[src/design/flash_seq_map.vh]
// Constants for the flash program and erase sequencer
`ifndef FLASH_SEQ_MAP_VH
`define FLASH_SEQ_MAP_VH
`define FS_ADDR_W        16
`define FS_MAIN_SEG_BYTES 16'h0200
`define FS_MAIN_SEG_MASK 16'hfe00
`define FS_INFO_SEG_MASK 16'hffc0
`define FS_INFO_BASE     16'h1000
`define FS_INFO_LAST     16'h10ff
`define FS_SEGA_BASE     16'h10c0
`define FS_MAIN_BASE     16'hf000
`define FS_MAIN_LAST     16'hffff
`define FS_OSC_CAL_ADDR  16'h10f6
`define FS_OSC_CAL_TAG   8'h01
`define FS_CONV_CAL_ADDR 16'h10da
`define FS_CONV_CAL_TAG  8'h10
`define FS_EMPTY_TAG     8'hfe
`define FS_CMD_W         3
`define FS_CMD_PROG_BYTE 3'h1
`define FS_CMD_PROG_WORD 3'h2
`define FS_CMD_ERASE_SEG 3'h3
`define FS_CMD_ERASE_MAIN 3'h4
`define FS_CMD_ERASE_MASS 3'h5
`define FS_PROG_NS       1000
`define FS_PROG_CYC      ((`FS_PROG_NS + 49) / 50)
`define FS_ERASE_STEP_CYC 8'h04
`endif

[src/design/flash_req_arbiter.v]
// Request arbiter choosing between CPU and debug port requesters
`include "flash_seq_map.vh"
module flash_req_arbiter (
    input  wire                      cpu_req_in,
    input  wire [`FS_CMD_W-1:0]      cpu_cmd_in,
    input  wire [`FS_ADDR_W-1:0]     cpu_addr_in,
    input  wire [15:0]               cpu_data_in,
    input  wire                      dbg_req_in,
    input  wire [`FS_CMD_W-1:0]      dbg_cmd_in,
    input  wire [`FS_ADDR_W-1:0]     dbg_addr_in,
    input  wire [15:0]               dbg_data_in,
    output wire                      sel_req_out,
    output wire                      sel_dbg_out,
    output wire [`FS_CMD_W-1:0]      sel_cmd_out,
    output wire [`FS_ADDR_W-1:0]     sel_addr_out,
    output wire [15:0]               sel_data_out
);
    // Debug port wins a tie: it may be halting a runaway CPU
    assign sel_dbg_out  = dbg_req_in;
    assign sel_req_out  = cpu_req_in | dbg_req_in;
    assign sel_cmd_out  = dbg_req_in ? dbg_cmd_in : cpu_cmd_in;
    assign sel_addr_out = dbg_req_in ? dbg_addr_in : cpu_addr_in;
    assign sel_data_out = dbg_req_in ? dbg_data_in : cpu_data_in;
endmodule // flash_req_arbiter

[src/design/flash_segment_program_erase.v]
// Flash program and erase sequencer with segment A lock
`include "flash_seq_map.vh"
module flash_segment_program_erase (
    input  wire                      clk_sys_in,
    input  wire                      sys_rst_in,
    input  wire                      cpu_req_in,      // One-cycle request pulse
    input  wire [`FS_CMD_W-1:0]      cpu_cmd_in,
    input  wire [`FS_ADDR_W-1:0]     cpu_addr_in,
    input  wire [15:0]               cpu_data_in,
    input  wire                      dbg_req_in,
    input  wire [`FS_CMD_W-1:0]      dbg_cmd_in,
    input  wire [`FS_ADDR_W-1:0]     dbg_addr_in,
    input  wire [15:0]               dbg_data_in,
    input  wire                      unlock_a_in,     // Pulse: clears segment A lock
    input  wire                      lock_a_in,       // Pulse: sets segment A lock
    output wire                      busy_out,
    output wire                      lock_a_out,
    output reg                       done_out,        // One-cycle, op finished
    output reg                       refused_out,     // One-cycle, request dropped
    output reg                       arr_we_out,      // Array write strobe
    output reg                       arr_byte_out,    // High for byte write
    output reg  [`FS_ADDR_W-1:0]     arr_addr_out,
    output reg  [15:0]               arr_data_out,
    output reg                       arr_erase_out,   // Array erase strobe
    output reg  [`FS_ADDR_W-1:0]     arr_erase_base_out,
    output reg  [`FS_ADDR_W-1:0]     arr_erase_last_out
);
    // One-hot sequencer states
    // One-hot codes keep each state test down to a single flop
    localparam [3:0] ST_IDLE  = 4'h1;
    localparam [3:0] ST_PROG  = 4'h2;
    localparam [3:0] ST_ERASE = 4'h4;
    localparam [3:0] ST_DONE  = 4'h8;
    // Program time in cycles, cut to the timer width on purpose
    localparam integer PROG_CYC_I = `FS_PROG_CYC;
    localparam [7:0]   PROG_CYC   = PROG_CYC_I[7:0];

    wire                  sel_req;           // Merged request
    wire [`FS_CMD_W-1:0]  sel_cmd;
    wire [`FS_ADDR_W-1:0] sel_addr;
    wire [15:0]           sel_data;
    reg  [3:0]            state_q;           // Sequencer state
    reg  [3:0]            state_d;
    reg  [7:0]            timer_q;           // Operation cycle timer
    reg  [7:0]            timer_d;
    reg                   lock_a_q;          // Segment A lock flag

    flash_req_arbiter u_arb (
        .cpu_req_in   (cpu_req_in),
        .cpu_cmd_in   (cpu_cmd_in),
        .cpu_addr_in  (cpu_addr_in),
        .cpu_data_in  (cpu_data_in),
        .dbg_req_in   (dbg_req_in),
        .dbg_cmd_in   (dbg_cmd_in),
        .dbg_addr_in  (dbg_addr_in),
        .dbg_data_in  (dbg_data_in),
        .sel_req_out  (sel_req),
        .sel_dbg_out  (),            // Who asked does not change the work
        .sel_cmd_out  (sel_cmd),
        .sel_addr_out (sel_addr),
        .sel_data_out (sel_data)
    );

    // True when an address falls in the locked calibration segment
    function in_seg_a;
        input [`FS_ADDR_W-1:0] a;
        begin
            in_seg_a = ((a & `FS_INFO_SEG_MASK) == `FS_SEGA_BASE);
        end
    endfunction

    // True when an address falls in the information area
    function in_info;
        input [`FS_ADDR_W-1:0] a;
        begin
            in_info = (a >= `FS_INFO_BASE) && (a <= `FS_INFO_LAST);
        end
    endfunction

    // Decide whether a request touches segment A at all
    // Mass erase spans segment A, so a held lock refuses it whole
    function hits_a;
        input [`FS_CMD_W-1:0]  c;
        input [`FS_ADDR_W-1:0] a;
        begin
            case (c)
                `FS_CMD_ERASE_MASS: hits_a = 1'b1;
                `FS_CMD_ERASE_MAIN: hits_a = 1'b0;
                default:            hits_a = in_seg_a(a);
            endcase
        end
    endfunction

    // Acceptance is decided in the request cycle itself: a request that
    // arrives while busy, aims at a locked segment A or carries an unknown
    // code gets a refused pulse instead of a queue slot, since requesters
    // send one-cycle pulses and hold nothing for a later retry
    wire cmd_ok  = (sel_cmd >= `FS_CMD_PROG_BYTE) && (sel_cmd <= `FS_CMD_ERASE_MASS);
    wire blocked = lock_a_q && hits_a(sel_cmd, sel_addr);
    wire start   = sel_req && (state_q == ST_IDLE) && cmd_ok && !blocked;

    // Busy is decoded from state so a requester sees it in the first op cycle
    assign busy_out   = (state_q != ST_IDLE);
    assign lock_a_out = lock_a_q;

    // Next state and timer
    // The timer reloads only on a start, so no stale count leaks into an op
    always @* begin
        state_d = state_q;
        timer_d = timer_q;
        case (state_q)
            ST_IDLE: begin
                if (start) begin
                    if (sel_cmd == `FS_CMD_PROG_BYTE || sel_cmd == `FS_CMD_PROG_WORD) begin
                        state_d = ST_PROG;
                        timer_d = PROG_CYC;
                    end else begin
                        state_d = ST_ERASE;
                        timer_d = `FS_ERASE_STEP_CYC;
                    end
                end
            end
            ST_PROG, ST_ERASE: begin
                // Count down; no new start accepted meanwhile
                if (timer_q == 8'h01) begin
                    state_d = ST_DONE;
                end
                timer_d = timer_q - 8'h01;
            end
            ST_DONE: begin
                // One closing cycle lets done_out line up with busy falling
                state_d = ST_IDLE;
            end
            default: begin
                state_d = ST_IDLE;
            end
        endcase
    end

    // State registers
    always @(posedge clk_sys_in or posedge sys_rst_in) begin
        if (sys_rst_in) begin
            state_q <= ST_IDLE;
            timer_q <= 8'h00;
        end else begin
            state_q <= state_d;
            timer_q <= timer_d;
        end
    end

    // Segment A lock: set by reset, cleared only by software
    // Lock and unlock in one cycle leave the segment shut, the safe side,
    // and any reset pulse, however short, closes it again
    always @(posedge clk_sys_in or posedge sys_rst_in) begin
        if (sys_rst_in) begin
            lock_a_q <= 1'b1;
        end else if (lock_a_in) begin
            lock_a_q <= 1'b1;                                       // Relock wins over unlock
        end else if (unlock_a_in) begin
            lock_a_q <= 1'b0;
        end
    end

    // Array strobes and status pulses, all registered
    // Strobes rest low through reset so a reset never writes or erases
    always @(posedge clk_sys_in or posedge sys_rst_in) begin
        if (sys_rst_in) begin
            arr_we_out         <= 1'b0;
            arr_byte_out       <= 1'b0;
            arr_addr_out       <= 16'h0000;
            arr_data_out       <= 16'h0000;
            arr_erase_out      <= 1'b0;
            arr_erase_base_out <= 16'h0000;
            arr_erase_last_out <= 16'h0000;
            done_out           <= 1'b0;
            refused_out        <= 1'b0;
        end else begin
            arr_we_out    <= 1'b0;
            arr_erase_out <= 1'b0;
            done_out      <= (state_q == ST_DONE);
            // Requests while busy, locked or malformed are dropped
            refused_out   <= sel_req && !start;
            if (start) begin
                case (sel_cmd)
                    `FS_CMD_PROG_BYTE: begin
                        arr_we_out   <= 1'b1;
                        arr_byte_out <= 1'b1;
                        arr_addr_out <= sel_addr;
                        arr_data_out <= {8'h00, sel_data[7:0]};
                    end
                    `FS_CMD_PROG_WORD: begin
                        // Word writes align to even bytes
                        arr_we_out   <= 1'b1;
                        arr_byte_out <= 1'b0;
                        arr_addr_out <= {sel_addr[15:1], 1'b0};
                        arr_data_out <= sel_data;
                    end
                    `FS_CMD_ERASE_SEG: begin
                        arr_erase_out <= 1'b1;
                        if (in_info(sel_addr)) begin
                            // One 64-byte information segment
                            arr_erase_base_out <= sel_addr & `FS_INFO_SEG_MASK;
                            arr_erase_last_out <= sel_addr | ~`FS_INFO_SEG_MASK;
                        end else begin
                            // One aligned 512-byte main segment
                            arr_erase_base_out <= sel_addr & `FS_MAIN_SEG_MASK;
                            arr_erase_last_out <= sel_addr | ~`FS_MAIN_SEG_MASK;
                        end
                    end
                    `FS_CMD_ERASE_MAIN: begin
                        arr_erase_out      <= 1'b1;
                        arr_erase_base_out <= `FS_MAIN_BASE;
                        arr_erase_last_out <= `FS_MAIN_LAST;
                    end
                    default: begin
                        // Mass erase: information plus main in one strobe
                        arr_erase_out      <= 1'b1;
                        arr_erase_base_out <= `FS_INFO_BASE;
                        arr_erase_last_out <= `FS_MAIN_LAST;
                    end
                endcase
            end
        end
    end
endmodule // flash_segment_program_erase

[config.mk]
export PLATFORM = sky130hd
export DESIGN_NAME = flash_segment_program_erase
export DESIGN_NICKNAME = d
export VERILOG_FILES = /design/src/design/flash_req_arbiter.v /design/src/design/flash_segment_program_erase.v
export VERILOG_INCLUDE_DIRS = /design/src /design/src/design
export SDC_FILE = /design/constraint.sdc
export NUM_CORES = 1
export LEC_CHECK = 0
export BUFFER_PORTS_ARGS = -buffer_cell sky130_fd_sc_hd__buf_2
export CAP_MARGIN = 10
export CORE_MARGIN = 1.5
export CORE_UTILIZATION = 43
export CTS_CLUSTER_DIAMETER = 200
export CTS_CLUSTER_SIZE = 30
export DETAILED_ROUTE_END_ITERATION = 6
export PLACE_DENSITY = 0.76
export SLEW_MARGIN = 15
export SYNTH_ARGS = -nofsm -noshare
export SYNTH_HDL_FRONTEND = slang
export SYNTH_SLANG_ARGS = --single-unit
[constraint.sdc]
create_clock -name clk_sys_in -period 2.2 [get_ports clk_sys_in]
set_clock_uncertainty 0.15 [all_clocks]
set_input_delay 0.44 -clock clk_sys_in [delete_from_list [all_inputs] [get_ports clk_sys_in]]
set_output_delay 0.44 -clock clk_sys_in [all_outputs]
set_load 0.02 [all_outputs]
==> results.sh <==
export IMPL_wl_um=8420
export IMPL_fp_row_count=32
export IMPL_first_global_vias=2945
export IMPL_synth_seq_area_share_pct=51.7
export IMPL_final_min_period_over_clock_period_pct=101
export IMPL_tritoncts_num_buffers=9
export IMPL_cts_path_max_buffers=2
export IMPL_p_leak_nw=2.40
export IMPL_ys_types=53
export IMPL_worstHoldPathType="input port to flop"
export IMPL_num_antenna_cells=0
export IMPL_yosysTopAreaCellShare_pct=50.1
export IMPL_vias_post_dr=3010
export IMPL_timing_critical_path_slowest_stage_cell="sky130_fd_sc_hd__dfstp_2"
export IMPL_timing_critical_path_mode_cell="sky130_fd_sc_hd__buf_6"
export IMPL_worst_path_top_cell_family_by_delay="flip-flops"
export IMPL_portBuffers=140
export IMPL_cp_startpoint="state_q[0]"
export IMPL_initial_utilization_pct=44.6
export IMPL_yosys_top_cells_area="sky130_fd_sc_hd__dfrtp_1 (50%), sky130_fd_sc_hd__mux2i_1 (9.6%), sky130_fd_sc_hd__nand2_1 (4.7%)"
export IMPL_unrepaired_setup_endpoints_after_global_routing="yes"
export IMPL_total_power_divided_by_cell_area_nw_per_um2=1120
export IMPL_worstSetupEndpointType="primary output"
export IMPL_ioPinCount=147
export IMPL_synth_enable_flop_cells=0
export IMPL_first_pass_grt_wire_length_um=13400
export IMPL_synth_async_reset_ratio_pct=100
export IMPL_core_um2=7730
export IMPL_synth_cells=318
export IMPL_final_hold_worst_slack_ps=128
export IMPL_cts_root_buf="sky130_fd_sc_hd__clkbuf_8"
export IMPL_timing_final_setup_violations=1
export IMPL_yosys_top_cells_count="sky130_fd_sc_hd__dfrtp_1 (69), sky130_fd_sc_hd__nand2_1 (43), sky130_fd_sc_hd__mux2i_1 (33)"
export IMPL_antenna_found_initial=0
export IMPL_crit_path_arrival_time_ps=1640
export IMPL_chipWidth_um=92.5
export IMPL_synth_ff_latch_count=71
export IMPL_finalHoldViolations=0
export IMPL_preCtsSetupSlack_ps=-125
export IMPL_synth_area_leader_cell="sky130_fd_sc_hd__dfrtp_1"
export IMPL_drt_first_iter_violations=88
export IMPL_timing_hold_worst_start="lock_a_in"
export IMPL_finish_net_count=566
export IMPL_drc=0
export IMPL_cap_violations=0
export IMPL_vdd_drop_max_uv=443
export IMPL_layout_drive_gt1_share_pct=43.8
export IMPL_cp_data_required_time_ps=1610
export IMPL_transition_time_of_the_tightest_slew_check_pin_ps=546
export IMPL_gp_routability_congestion=0.836
export IMPL_h_tree_depth=3
export IMPL_final_period_minus_worst_setup_slack_ps=2230
export IMPL_post_dp_hpwl_um=6540
export IMPL_drv_slew=0
export IMPL_clk_insertion_delay_late_ps=340
export IMPL_synth_main_ff_cell="sky130_fd_sc_hd__dfrtp_1"
export IMPL_track_usage_pct=20.2
export IMPL_cts_sinks=71
export IMPL_post_synth_cell_area_avg_um2=10.8
export IMPL_path_buf_inv=2
export IMPL_cts_tree="done"
export IMPL_path_max_fanout=3
export IMPL_grt_max_degree=42
export IMPL_die_area_um2=8550
export IMPL_timing_final_ws_setup_ps=-28.2
export IMPL_run_status="finished, violations left"
export IMPL_grt_residual_overflow=0
export IMPL_die_height_um=92.5
export IMPL_timing_critical_path_from_type="flop"
export IMPL_wl_per_cell_um=14.2
export IMPL_path_clk_slew_ps=70
export IMPL_synth_warning_count=0
export IMPL_maxSlewHeadroom_pct=63.6
export IMPL_achievable_frequency_mhz=449
export IMPL_ant_nets=0
export IMPL_violations_in_the_final_reports="setup timing"
export IMPL_cp_cell_sequence="or4b_4, buf_6, buf_6"
export IMPL_most_frequently_used_cell_type_in_the_post_synthesis_netlist="sky130_fd_sc_hd__dfrtp_1"
export IMPL_drt_pass1_iter_count=4
export IMPL_setup_worst_path_class="flop to primary output"
export IMPL_r2r_start="state_q[0]"
export IMPL_synthToLayoutAreaGrowth_pct=36.2
export IMPL_critical_path_max_stage_delay_ps=530
export IMPL_route_detailed_vias_per_inst=5.06
export IMPL_netlist_area_pre_place_um2=3440
==> placed cells by master, fill, tap and decap left out, types with 3 or more instances in the layout <==
master	instances
sky130_fd_sc_hd__nand3_2	4
sky130_fd_sc_hd__nor3_1	5
sky130_fd_sc_hd__a31oi_1	5
sky130_fd_sc_hd__buf_4	33
sky130_fd_sc_hd__nand2_1	43
sky130_fd_sc_hd__nor2_1	16
sky130_fd_sc_hd__conb_1	6
sky130_fd_sc_hd__nand3_1	8
sky130_fd_sc_hd__nor4_1	3
sky130_fd_sc_hd__inv_1	4
sky130_fd_sc_hd__a2bb2oi_1	8
sky130_fd_sc_hd__mux2_1	5
sky130_fd_sc_hd__buf_12	3
sky130_fd_sc_hd__mux2i_1	33
sky130_fd_sc_hd__xor2_1	3
sky130_fd_sc_hd__dfrtp_1	69
sky130_fd_sc_hd__clkbuf_8	10
sky130_fd_sc_hd__a21oi_1	5
sky130_fd_sc_hd__o21ai_1	8
sky130_fd_sc_hd__nor4b_1	3
sky130_fd_sc_hd__mux2_2	4
sky130_fd_sc_hd__o21ai_0	29
sky130_fd_sc_hd__buf_2	139
==> state kept, by name, summed over array words and instances (netlist names) <==
signal and count:
arr_addr_out 16, arr_erase_last_out 11, arr_byte_out 1, lock_a_out 1
state_q 4, arr_data_out 16, arr_erase_base_out 10, arr_we_out 1
refused_out 1, arr_erase_out 1, timer_q 8, done_out 1
==> stage by stage <==
stage / power, mW / instances / TNS (ps) / instance area, um2 / util [%]
final: 5.23 / 595 / -28.2 / 4690 / 60.7
after CTS: 5.25 / 593 / -35.2 / 4640 / 60.1
after floorplan: 3.35 / 323 / 0 / 3470 / -
after global placement: 4.10 / 576 / -17.4 / 4420 / 57.2
after detailed placement: 4.17 / 576 / -786 / 4420 / 57.2
after global routing: 5.58 / 595 / -319 / 4690 / 60.7
==> final cells by class <==
cell class | count | area (um2)
tap | 102 | 128
multi-input combinational | 222 | 1520
sequential | 71 | 1780
clock inverter | 5 | 57.6
timing repair buffer | 178 | 1040
clock buffer | 11 | 141
inverter | 6 | 28.8
fill | 669 | 3040
==> power by group <==
part           internal [mW]  switching (mW)
logic                  0.882            1.30
registers               1.76           0.268
clock network          0.555           0.473
==> logic make-up (layout without fill, tap and decap cells) <==
family	Yosys count	count (layout)	synth area share (%)
AO/OA/AOI/OAI	68	68	12.2
flip-flops	71	71	51.7
adder cells (fa/ha/maj)	2	2	0.727
other	1	6	0.109
XOR/XNOR	4	4	1.02
buffers and inverters	30	200	6.32
multiplexers	44	44	13.3
AND/OR/NAND/NOR	98	98	14.6
==> repair_timing <==
action / 4_1_cts / 5_1_grt
setup buffers: 0 / 2
setup endpoints to repair: 3 / 25
pin swaps: 1 / 4
hold endpoints to repair: 8 / 0
hold buffers: 1 / 0
resized for setup: 3 / 9
==> metal layers <==
layer	routed length (um)	vias up	track usage, %
met5	0	-	0
met2	4130	116	34.2
met1	3600	1417	25.1
met4	129	0	7.56
li1	-	1463	-
met3	565	14	4.76
==> final timing paths <==
path | end | slack, ps | cells after the start
worst min register to register | arr_data_out[15] | 320 | 2
max in group asynchronous | lock_a_out | 930 | 4
worst max-delay path | busy_out | -30 | 3
min in group asynchronous | refused_out | 450 | 3
worst max register to register | arr_erase_base_out[13] | 10 | 6
worst min-delay path | lock_a_out | 130 | 2
Power figures use the tool's default switching activity.
